<file path="src/rtl/tslr_defs.vh">
// Purpose: Constants for the limit and identification register bank
// Assumes: 8-bit pointer, 16-bit registers
// Notes: Identifier value is arbitrary
`ifndef TSLR_DEFS_VH
`define TSLR_DEFS_VH
`define TSLR_PTR_HIGH 8'h03
`define TSLR_PTR_ID 8'h0F
`define TSLR_HIGH_RST 16'h5000
`define TSLR_HIGH_MSB 15
`define TSLR_HIGH_LSB 4
// Naming code value is arbitrary
`define TSLR_ID_NAME 8'hA5
`define TSLR_ID_LOW 8'h00
`define TSLR_ADDR_FULL 32
`define TSLR_ADDR_RED 4
`define TSLR_BASE_ADDR 7'h40
`endif

</file>
<file path="src/rtl/tslr_regs.v">
// Purpose: High threshold and die identification registers of a two-wire sensor
// Assumes: Serial engine on mclk delivers pointer, byte strobes and transfer end
// Notes: High threshold is two's complement, same layout as the result
// Behaviour
// - A 12-bit writable high threshold sits in bits 15:4, bits 3:0 read zero.
// - Reset loads the high threshold with 5000h.
// - The threshold is compared as a signed value with the result layout.
// - Pointer 0Fh selects the die identification register.
// - The identification register is a fixed read-only 16-bit value.
// - The identification register exists only on the full-address variant.
// - The identification high byte returns a fixed naming code.
// - Two-byte registers accept one-byte or two-byte reads; the high threshold also accepts one-byte or two-byte writes.
// - A one-byte write updates bits 15:8 and a one-byte read returns bits 15:8.
// - The decoder supports 32 addresses full, 4 reduced.
`timescale 1ns/1ps
`include "tslr_defs.vh"
module tslr_regs #(
   parameter FULL = 1
) (
   input wire mclk,
   input wire nrst,
   input wire [4:0] addr_strap,
   input wire [6:0] bus_addr,
   output wire addr_hit,
   input wire [7:0] pointer,
   input wire wr_stb,
   input wire [7:0] wr_byte,
   input wire rd_stb,
   input wire xfer_end,
   output reg [7:0] rd_byte,
   output wire [15:0] high_thresh,
   input wire [15:0] temp_result,
   output reg over_high
);
   // Pointer classes after decode
   localparam KIND_NONE = 2'b00;
   localparam KIND_HIGH = 2'b01;
   localparam KIND_ID = 2'b10;
   // Write byte position
   localparam WR_MSB = 1'b0;
   localparam WR_LSB = 1'b1;
   // Read byte position
   localparam RD_MSB = 1'b0;
   localparam RD_LSB = 1'b1;
   localparam SEL_W = 5;

   reg [SEL_W-1:0] strap_s1_q;
   reg [SEL_W-1:0] strap_s2_q;
   reg [15:0] high_q;
   reg [15:0] high_d;
   reg wr_state_q;
   reg wr_state_d;
   reg rd_state_q;
   reg rd_state_d;
   reg [7:0] rd_byte_d;
   reg over_d;
   wire [SEL_W-1:0] sel;
   wire [1:0] cur_kind;
   wire [15:0] cur_word;

   // Class of a pointer; identification hidden on the reduced variant
   function [1:0] ptr_kind;
      input [7:0] ptr;
      input full;
      begin
         if (ptr == `TSLR_PTR_HIGH) begin
            ptr_kind = KIND_HIGH;
         end else if ((ptr == `TSLR_PTR_ID) && full) begin
            ptr_kind = KIND_ID;
         end else begin
            ptr_kind = KIND_NONE;
         end
      end
   endfunction

   // Word shown for a pointer class
   function [15:0] reg_word;
      input [1:0] kind;
      input [15:0] high;
      begin
         case (kind)
            KIND_HIGH: begin
               reg_word = {high[15:4], 4'h0};
            end
            KIND_ID: begin
               reg_word = {`TSLR_ID_NAME, `TSLR_ID_LOW};
            end
            default: begin
               reg_word = 16'h0000;
            end
         endcase
      end
   endfunction

   // Byte of a word in transfer order, upper first
   function [7:0] pick_byte;
      input [15:0] word;
      input lower;
      begin
         if (lower) begin
            pick_byte = word[7:0];
         end else begin
            pick_byte = word[15:8];
         end
      end
   endfunction

   // Strap code honoured by the variant
   function [SEL_W-1:0] strap_sel;
      input [SEL_W-1:0] strap;
      input full;
      begin
         if (full) begin
            strap_sel = strap;
         end else begin
            strap_sel = {{(SEL_W-2){1'b0}}, strap[1:0]};
         end
      end
   endfunction

   // Signed compare of two 12-bit fields
   function at_or_above;
      input [11:0] value;
      input [11:0] limit;
      begin
         at_or_above = ($signed(value) >= $signed(limit));
      end
   endfunction

   // Straps come from pins
   always @(posedge mclk or negedge nrst) begin
      if (!nrst) begin
         strap_s1_q <= 5'h00;
         strap_s2_q <= 5'h00;
      end else begin
         strap_s1_q <= addr_strap;
         strap_s2_q <= strap_s1_q;
      end
   end

   assign sel = strap_sel(strap_s2_q, FULL != 0);

   tslr_addr_match #(.SEL_W(SEL_W)) u_match (
      .sel(sel),
      .bus_addr(bus_addr),
      .match(addr_hit)
   );

   assign cur_kind = ptr_kind(pointer, FULL != 0);
   assign cur_word = reg_word(cur_kind, high_q);

   // First byte updates 15:8 at once; later bytes fill 7:4
   always @* begin
      high_d = high_q;
      wr_state_d = wr_state_q;
      if (xfer_end) begin
         wr_state_d = WR_MSB;
      end else if (wr_stb) begin
         case (wr_state_q)
            WR_MSB: begin
               if (cur_kind == KIND_HIGH) begin
                  high_d[15:8] = wr_byte;
               end
               wr_state_d = WR_LSB;
            end
            WR_LSB: begin
               if (cur_kind == KIND_HIGH) begin
                  high_d[7:4] = wr_byte[7:4];
               end
               wr_state_d = WR_LSB;
            end
            default: begin
               wr_state_d = WR_MSB;
            end
         endcase
      end
   end

   always @(posedge mclk or negedge nrst) begin
      if (!nrst) begin
         high_q <= `TSLR_HIGH_RST;
         wr_state_q <= WR_MSB;
      end else begin
         high_q <= high_d;
         wr_state_q <= wr_state_d;
      end
   end

   // Idle shows the upper byte so a one-byte read needs no strobe
   always @* begin
      rd_byte_d = rd_byte;
      rd_state_d = rd_state_q;
      if (xfer_end) begin
         rd_state_d = RD_MSB;
         rd_byte_d = pick_byte(cur_word, 1'b0);
      end else if (rd_stb) begin
         case (rd_state_q)
            RD_MSB: begin
               rd_state_d = RD_LSB;
               rd_byte_d = pick_byte(cur_word, 1'b1);
            end
            RD_LSB: begin
               rd_state_d = RD_MSB;
               rd_byte_d = pick_byte(cur_word, 1'b0);
            end
            default: begin
               rd_state_d = RD_MSB;
               rd_byte_d = pick_byte(cur_word, 1'b0);
            end
         endcase
      end else if (rd_state_q == RD_MSB) begin
         rd_byte_d = pick_byte(cur_word, 1'b0);
      end
   end

   always @(posedge mclk or negedge nrst) begin
      if (!nrst) begin
         rd_state_q <= RD_MSB;
         rd_byte <= 8'h00;
      end else begin
         rd_state_q <= rd_state_d;
         rd_byte <= rd_byte_d;
      end
   end

   assign high_thresh = reg_word(KIND_HIGH, high_q);

   always @* begin
      over_d = at_or_above(temp_result[15:4], high_q[15:4]);
   end

   always @(posedge mclk or negedge nrst) begin
      if (!nrst) begin
         over_high <= 1'b0;
      end else begin
         over_high <= over_d;
      end
   end
endmodule

</file>
<file path="src/rtl/tslr_addr_match.v">
// Purpose: Bus address match against strap-selected address
// Assumes: Straps already synchronised
// Notes: Capacity sets how many strap codes are honoured
`timescale 1ns/1ps
`include "tslr_defs.vh"
module tslr_addr_match #(
   parameter SEL_W = 5
) (
   input wire [SEL_W-1:0] sel,
   input wire [6:0] bus_addr,
   output wire match
);
   wire [6:0] mine;
   assign mine = `TSLR_BASE_ADDR + {{(7-SEL_W){1'b0}}, sel};
   assign match = (bus_addr == mine);
endmodule

</file>
<file path="config.mk">
export PLATFORM = sky130hd
export DESIGN_NAME = tslr_regs
export DESIGN_NICKNAME = d
export VERILOG_FILES = /design/src/rtl/tslr_regs.v /design/src/rtl/tslr_addr_match.v
export VERILOG_INCLUDE_DIRS = /design/src /design/src/rtl
export SDC_FILE = /design/constraint.sdc
export NUM_CORES = 1
export LEC_CHECK = 0
export ABC_AREA = 1
export ABC_CLOCK_PERIOD_IN_PS = 1400
export CAP_MARGIN = 5
export CORE_MARGIN = 5
export CORE_UTILIZATION = 56
export DETAILED_ROUTE_END_ITERATION = 7
export DONT_BUFFER_PORTS = 1
export PLACE_DENSITY_LB_ADDON = 0.1
export SYNTH_ARGS = -nofsm -noshare
export SYNTH_HDL_FRONTEND = slang
export SYNTH_SLANG_ARGS = --single-unit
</file>
<file path="constraint.sdc">
create_clock -name mclk -period 1.4 [get_ports mclk]
set_clock_uncertainty 0.1 [all_clocks]
set_input_delay 0.28 -clock mclk [delete_from_list [all_inputs] [get_ports mclk]]
set_output_delay 0.28 -clock mclk [all_outputs]
set_load 0.03 [all_outputs]
</file>
**Word-level counts from Yosys, hierarchy flattened**

Index checks and enable logic that the tools add are counted.

- Flip-flop bits (word level): 33
- Latch bits: 0
- RAM bits: 0
- Memory bits (read-only): 0
- Input port bits: 49
- Output and inout bits: 26
- Memories: 0

- $add $sub $neg: 1
- Multiply operators: 0
- Div/mod/pow operators: 0
- Magnitude comparators: 1
- Equal/unequal tests: 6
- Shift-type cells: 0
- Muxes and demuxes: 12
- Bitwise logic cells: 3
- Reduce and logical (&&, ||, !) cells: 4

Operator list:

| cell | number |
|---|---|
| $pmux 16 s2 | 1 |
| $mux 8 | 3 |
| $pmux 8 s2 | 1 |
| $ge 12x12->1 | 1 |
| $eq 8x2->1 const B | 1 |
| $eq 8x4->1 const B | 1 |
| $reduce_and 4->1 | 2 |
| $add 7x5->7 const A | 1 |
| $eq 7x7->1 | 1 |
| $mux 1 | 4 |
| $mux 2 | 2 |
| $reduce_bool 2->1 | 2 |
| $ne 3x3->1 const B | 1 |
| $not 1->1 | 3 |
| $eq 2x1->1 const B | 1 |
| $eq 2x2->1 const B | 1 |
| $pmux 1 s2 | 1 |

**Depth between registers and ports, before layout**

Gate-level depths: netlist (run 1).

- Word-level depth: 8
- Mapped depth: 11

**Hierarchy**

A second synthesis (run 1) with hierarchy kept.

- Cell total of the unflattened synthesis: 213
- Area total of the unflattened synthesis: 1786.7 µm²

By module, submodules not included:

| module | times used | cells each | area an instance (µm²) | seq. area each (µm²) |
|---|---|---|---|---|
| tslr_regs | 1 | 190 | 1687.9 | 828.3 |
| tslr_addr_match | 1 | 23 | 98.8 | 0.0 |

**Worst setup path before layout (run 1)**

No wires, ideal clock.

- Kind: register to output
- From: reg strap_s2_q[0] (netlist: sel[0])
- To: out addr_hit
- Data arrival time: 1.527 ns
- Setup slack: -0.507 ns
- Cell stages (with the launch flop): 4
- Buffers on the path: 0
- Cell sequence: dfrtp_1 xnor2_1 nand3_1 nor4_1

- Longest elaborated chain between the ends: 2

Ends and longest elaborated chain:

| element | RTL line | source |
|---|---|---|
| from (decl) | tslr_regs.v:48 | `reg [SEL_W-1:0] strap_s2_q;` |
| from (signal assigned) | tslr_regs.v:137 | `strap_s2_q <= strap_s1_q;` |
| $add 7x5->7 (no line) | n/a |  |
| $eq 7x7->1 | tslr_addr_match.v:15 | `assign match = (bus_addr == mine);` |
| to (decl) | tslr_regs.v:24 | `output wire addr_hit,` |

Every way passes these cells.

**Final worst setup path (run 1)**

- From: reg strap_s2_q[1] (netlist: sel[1])
- To: out addr_hit

Same word-level chain as after synthesis.

==> run metrics, run 1 <==
Hold Path Class=in -> reg; CTS tree=done; CTS Root Cell=clkbuf_4; largest net degree at the start of global routing=34; setup bufs post-CTS=0; Synth top cells by count=nand2_1 (55), inv_1 (42), dfrtp_1 (31); synth top area cells=dfrtp_1 (44%), nand2_1 (12%), inv_1 (8.9%); multi-input combinational cell area=just under 800 sq um; pins over their slew limit=0; critical path's largest stage delay=approximately 0.37 ns; Syn. warnings=0; DR pass1 iterations=4; Netlist Area Pre-Place=1760 sq um; Sink Count=33; buffer depth of the longest clock path=2; failing checks=setup timing; final setup vio count=4; Final Hold Violating Endpoints=0; Antenna Nets Post-Route=0; Die Height=about 66 um; status=finished with violations; PortBufs=0; commonest register cell after synthesis=dfrtp_1; wire length per cell=roughly 13 um; Post-Layout Inst Area=2260 sq um; Fmax=~0.57 GHz; core area=~3000 sq um; PnR worst setup slack=-0.357 ns; synth unique cells=25; Reg area=around 830 sq um; H-tree depth=2; Post-Route WL=3.92 mm; register area share after synthesis=between 40% and 50%; num ports=75; async set-reset flop share out of synthesis=100%; gp weighted congestion=0.821; syn avg cell area=around 8.4 sq um; DP HPWL=3.11 mm; row count=20; global-route wire length before repair=approximately 6.3 mm; Fillers=about 240; Pwr Density=~900 nW/um^2; Placement Cell Area=slightly below 2000 sq um; Synth area leader=dfrtp_1; initial antenna violation count=0; via count of the first global-routing pass=1,460; DRC Markers=0; synth-to-layout area growth=28.3%; max_cap viols=0; chip width=around 66 um; Startpoint Class=register; die area=4370 sq um; GR Overflow Total=0; unrepaired setup endpoints after global routing=true; Starting Density=58.3%; Yosys top cell area share=roughly 44%; crit path capture type=output port; Final Net Count=312; Post-Synthesis Cells=between 200 and 250; Total GRT Usage=just under 20%; CP Data Arrival Time=about 1.4 ns; Vias per Instance=4.86; crit-path cells=inv_1 -> or2_2 -> nand4_1 -> nor4_2 -> buf_4; Slowest cell on crit path=dfrtp_1; Yosys reg bits=33; Place WS=-0.192 ns; crit path time final=roughly 1.8 ns; leakage power=roughly 1.2 nW; fin cells=296; Clk Latency, worst-skew pair=between 0.3 and 0.4 ns; count leader, synth=nand2_1; number of synthesized flops with an enable pin=0; Num CTS Buffers=5; antenna cells=0; crit-path max FO=2; clk slew on worst S/H paths=0.11 ns; via count=1,439; Req. time, crit path=about 1.0 ns; layout cells sized above 1=23.8%; WS Path Type=reg -> out; initial DRC count=42; placed instance count=271; Tcrit/Tclk final=125%; Max VDD drop=between 0.6 and 0.7 mV
==> layout by cell type (no fill, tap or decap), drive strengths merged <==
| cell type | instances |
|---|---|
| clkbuf | 6 |
| dfstp | 2 |
| nor2 | 12 |
| inv | 42 |
| clkinvlp | 1 |
| clkinv | 1 |
| a21oi | 5 |
| bufinv | 1 |
| xnor2 | 1 |
| nand4 | 4 |
| ha | 12 |
| nor4 | 1 |
| o211ai | 2 |
| o21ai | 22 |
| or2 | 2 |
| buf | 21 |
| dlygate4sd3 | 16 |
| nand2 | 58 |
| dfrtp | 31 |
| a21o | 1 |
| conb | 4 |
| nand3 | 7 |
==> per-stage QoR <==
stage          power [mW]  utilization, %  hold slack (ns)  TNS, ns
2_1_floorplan        1.17               -           -0.116   -0.394
3_3_place_gp         1.20            64.8           -0.115   -0.125
3_5_place_dp         1.21            64.8           -0.115   -0.193
4_1_cts              2.04            74.6            0.106   -0.577
5_1_grt              2.13            74.8            0.130   -0.873
6_report             2.03            74.8            0.114   -0.549
==> sequential cells by signal, indices dropped and copies added (netlist names) <==
| name | cells |
|---|---|
| high_q | 12 |
| rd_byte | 8 |
| sel | 5 |
| strap_s1_q | 5 |
| over_high | 1 |
| rd_state_q | 1 |
| wr_state_q | 1 |
==> worst max-delay path, delay by kind of cell (launching register included) <==
family,cells,cell delay [ns]
flip-flops,1,0.37
buffers and inverters,2,0.25
AND/OR/NAND/NOR,3,0.40
==> kinds of logic after synthesis <==
family / synth area share (%)
buffers and inverters: 11.5
adder cells (fa/ha/maj): 8.51
XOR/XNOR: 0.497
AND/OR/NAND/NOR: 21.7
other: 0.213
flip-flops: 47.0
AO/OA/AOI/OAI: 10.6
==> per-layer routing <==
metal	global-route usage [%]	up-vias	share of wire, %
li1	-	732	-
met1	21.7	640	40
met2	32.8	57	47
met3	8.16	10	9.8
met4	9.39	0	2.8
met5	0	-	0
==> cell type report <==
class / count / share of cell area (%)
Timing Repair Buffer: 37 / 14.9
Clock inverter: 2 / 1.66
Clock buffer: 6 / 2.27
Multi-Input combinational cell: 131 / 34.9
Inverter: 43 / 7.13
Tap cell: 44 / 2.43
Sequential cell: 33 / 36.7
==> worst paths after layout <==
| path | from | to | slack, ns | cells past startpoint |
|---|---|---|---|---|
| worst max-delay path | sel[1] | addr_hit | -0.36 | 5 |
| worst min-delay path | pointer[3] | rd_byte[7] | 0.11 | 4 |
| worst max register to register | high_q[14] | over_high | -0.16 | 9 |
| worst min register to register | strap_s1_q[0] | sel[0] | 0.26 | 0 |
| max in group asynchronous | nrst | high_q[12] | 0.70 | 2 |
| min in group asynchronous | nrst | rd_byte[1] | 0.26 | 2 |
==> report_power, final <==
group	leakage (nW)	switching, mW	internal (mW)
clock	0.0445	0.341	0.424
combinational	0.692	0.145	0.109
sequential	0.423	0.0242	0.983
total	1.16	0.511	1.52
==> what timing repair did <==
action / 4_1_cts / 5_1_grt
resized for setup: 8 / 2
cloned: 0 / 0
endpoints found under the hold margin: 47 / 0
pin swaps: 2 / 0
setup endpoints to repair: 4 / 5
hold buffers: 17 / 0
(Power assumes the default switching activity.)
==> run 2, diff against run 1 <==
--- a/config.mk
+++ b/config.mk
@@ -16,4 +16,5 @@
 export PLACE_DENSITY_LB_ADDON = 0.1
 export SYNTH_ARGS = -nofsm -noshare
 export SYNTH_HDL_FRONTEND = slang
+export SYNTH_HIERARCHICAL = 1
 export SYNTH_SLANG_ARGS = --single-unit
==> run metrics, run 2 <==
Max VDD drop=0.955 mV (+48%); Pwr Density=870 nW/um^2 (-2.8%); Vias per Instance=4.81 (-1.1%); Reg2Reg Setup Slack=-0.17 ns (about the same); WS Path Type=reg -> out; met2 Resource Use GR=36.7% (+3.8 points); fin cells=301 (+1.7%); critical path's largest stage delay=0.36 ns (about the same); Sink Count=33 (unchanged); Fillers=235 (-0.84%); crit-path max FO=2 (unchanged); GR Overflow Total=0 (unchanged); commonest non-fill, non-tap cell in the layout=nand2_1; commonest register cell after synthesis=dfrtp_1; r2r endpoint=over_high; synth-to-layout area growth=29.2%; DRC Markers=0 (unchanged); row count=20 (unchanged); synth top area cells=dfrtp_1 (43%), nand2_1 (13%), inv_1 (8.6%); Regs by FF count=high_q x12, rd_byte x8; Fmax=0.623 GHz (+9.5%); switching share of power=24.3% (-0.88 points); CTS tree=done; initial antenna violation count=0 (unchanged); register area share after synthesis=46.4% (-0.59 points); chip width=66.5 um (+0.54%); largest net degree at the start of global routing=34 (unchanged); DP HPWL=3.08 mm (-0.91%); via count=1,447 (+0.56%); crit-path cells=inv_1 -> nand2_1 -> nand2_1 -> nor2_1 -> nand2_1 -> nor2_2 -> buf_6; Post-Route WL=4.05 mm (+3.2%); PnR worst setup slack=-0.204 ns (+0.153 ns); Psw=0.488 mW (-4.4%); Largest register FFs=12 (unchanged); Slowest cell on crit path=dfrtp_1; M3 GR Usage=5.56% (-2.6 points); crit path capture=addr_hit; setup TNS=-0.458 ns (+0.0913 ns); Yosys top cell area share=43.4% (-0.55 points); initial DRC count=46 (+9.5%); buffer depth of the longest clock path=2 (unchanged); Req. time, crit path=1.02 ns (about the same); Post-Synthesis Cells=213 (+1.9%); synth unique cells=25 (unchanged); leakage power=1.21 nW (+4.3%); status=finished with violations; failing checks=setup timing; Final Hold Violating Endpoints=0 (unchanged); core area=3050 sq um (+0.83%); Most Crowded Layer GR=met2; Die Height=66.5 um (+0.54%); count leader, synth=nand2_1; placed instance count=276 (+1.8%); Synth top cells by count=nand2_1 (61), inv_1 (41), dfrtp_1 (31); gp weighted congestion=0.820 (about the same); global-route wire length before repair=6.48 mm (+2.6%); crit path time final=1.60 ns (-0.153 ns); die area=4420 sq um (+1.1%); async set-reset flop share out of synthesis=100% (unchanged); H-tree depth=2 (unchanged); Syn. warnings=6 (+6); Netlist Area Pre-Place=1790 sq um (+1.3%); Seq pwr share=50.2% (+0.5 points); CP Buf/Inv Count=2 (unchanged); clk slew on worst S/H paths=0.10 ns (about the same); pins over their slew limit=0 (unchanged); r2r worst-path depth=9 (unchanged); register bank with the most flops=high_q; CP Data Arrival Time=1.22 ns (-0.16 ns); RR Startpoint=high_q[14]; syn avg cell area=8.39 sq um (-0.63%); Startpoint Class=register; Tcrit/Tclk final=115% (-11 points); num ports=75 (unchanged); number of synthesized flops with an enable pin=0 (unchanged); Final Net Count=317 (+1.6%); Starting Density=58.5% (+0.26 points); Logic pwr share=13.2% (+0.7 points); crit path from=sel[1]; crit path capture type=output port; antenna cells=0 (unchanged); PortBufs=0 (unchanged); unrepaired setup endpoints after global routing=true; Synth area leader=dfrtp_1; Clk pwr share=36.7% (-1.1 points); final setup vio count=3 (-1); Int Power=1.52 mW (+0.30%); Clk Latency, worst-skew pair=0.33 ns (about the same); GR Layer Usage met1=21.0% (-0.74 points); most frequent CP cell=nand2_1; DR pass1 iterations=4 (unchanged); Total GRT Usage=19.9% (+0.12 points); CTS Root Cell=clkbuf_4; Antenna Nets Post-Route=0 (unchanged); Yosys reg bits=33 (unchanged); layout cells sized above 1=27.2% (+3.4 points); Critical Path Stages=7 (+2); Hold Path Class=in -> reg; final core utilization=75.6% (+0.86 points); Num CTS Buffers=5 (unchanged); hold slack=0.0276 ns (-0.0861 ns); via count of the first global-routing pass=1,469 (+0.62%); most frequent cells in the layout=nand2_1 (55), inv_1 (36), dfrtp_1 (30); wire length per cell=13.5 um (+1.5%); max_cap viols=0 (unchanged); Crit path max-delay family=flip-flops
run 2: worst min path at each step:
stage	start	to	slack [ns]	cells after the start
finish	wr_byte[7]	high_q[15]	0.03	2
detailed placement	nrst	sel[1]	-0.11	0
floorplan	nrst	high_q[10]	-0.12	0
global placement	nrst	sel[1]	-0.11	0
CTS	wr_byte[7]	high_q[15]	0.02	2
global route	wr_byte[7]	high_q[15]	0.03	2
run 2: what timing repair did:
item                                    4_1_cts  5_1_grt
endpoints found under the setup margin        4        5
gates cloned                                  0        0
hold buffers                                 16        0
buffers inserted                              0        1
hold endpoints to repair                     46        0
pin swaps                                     2        6
resized for setup                             7       11
run 2: layer usage:
layer,vias up,part of all wire [%]
li1,737,-
met4,0,2.7
met5,-,0
met3,11,7.6
met1,652,37
met2,47,52
run 2: logic make-up (layout without fill, tap and decap cells):
| family | Yosys count | after routing | share of synthesized area, % |
|---|---|---|---|
| and+or+nand+nor | 90 | 90 | 22.7 |
| AOI/OAI and AO/OA | 26 | 26 | 9.80 |
| buffers and inverters | 49 | 90 | 11.6 |
| adders and majority gates | 12 | 12 | 8.40 |
| DFF | 33 | 33 | 46.4 |
| other | 1 | 4 | 0.210 |
| xor gates and xnor gates | 2 | 2 | 0.981 |
run 2: metrics by stage:
step	power (mW)	setup WS (ns)	instance area [sq um]
after floorplan	1.18	-0.202	1810
after global placement	1.21	-0.118	1990
after detailed placement	1.22	-0.159	1990
after CTS	2.01	-0.235	2270
after global routing	2.10	-0.359	2310
final	2.01	-0.204	2310
run 2: power groups by stage:
| stage | sequential (mW) | combinational, mW | clock (mW) |
|---|---|---|---|
| 2_1_floorplan | 1.04 | 0.144 | 0 |
| 3_3_place_gp | 1.03 | 0.181 | 0 |
| 3_5_place_dp | 1.03 | 0.189 | 0 |
| 4_1_cts | 1.01 | 0.255 | 0.748 |
| 5_1_grt | 1.01 | 0.299 | 0.790 |
| 6_report | 1.01 | 0.264 | 0.737 |
run 2: layout make-up:
| class | count | area (sq um) | area share (%) |
|---|---|---|---|
| tap | 44 | 55.1 | 2.38 |
| multi-input combinational | 134 | 823 | 35.7 |
| sequential | 33 | 830 | 35.9 |
| timing repair buffer | 38 | 350 | 15.2 |
| clock inverter | 1 | 30.0 | 1.30 |
| clock buffer | 7 | 55.1 | 2.38 |
| inverter | 44 | 165 | 7.15 |
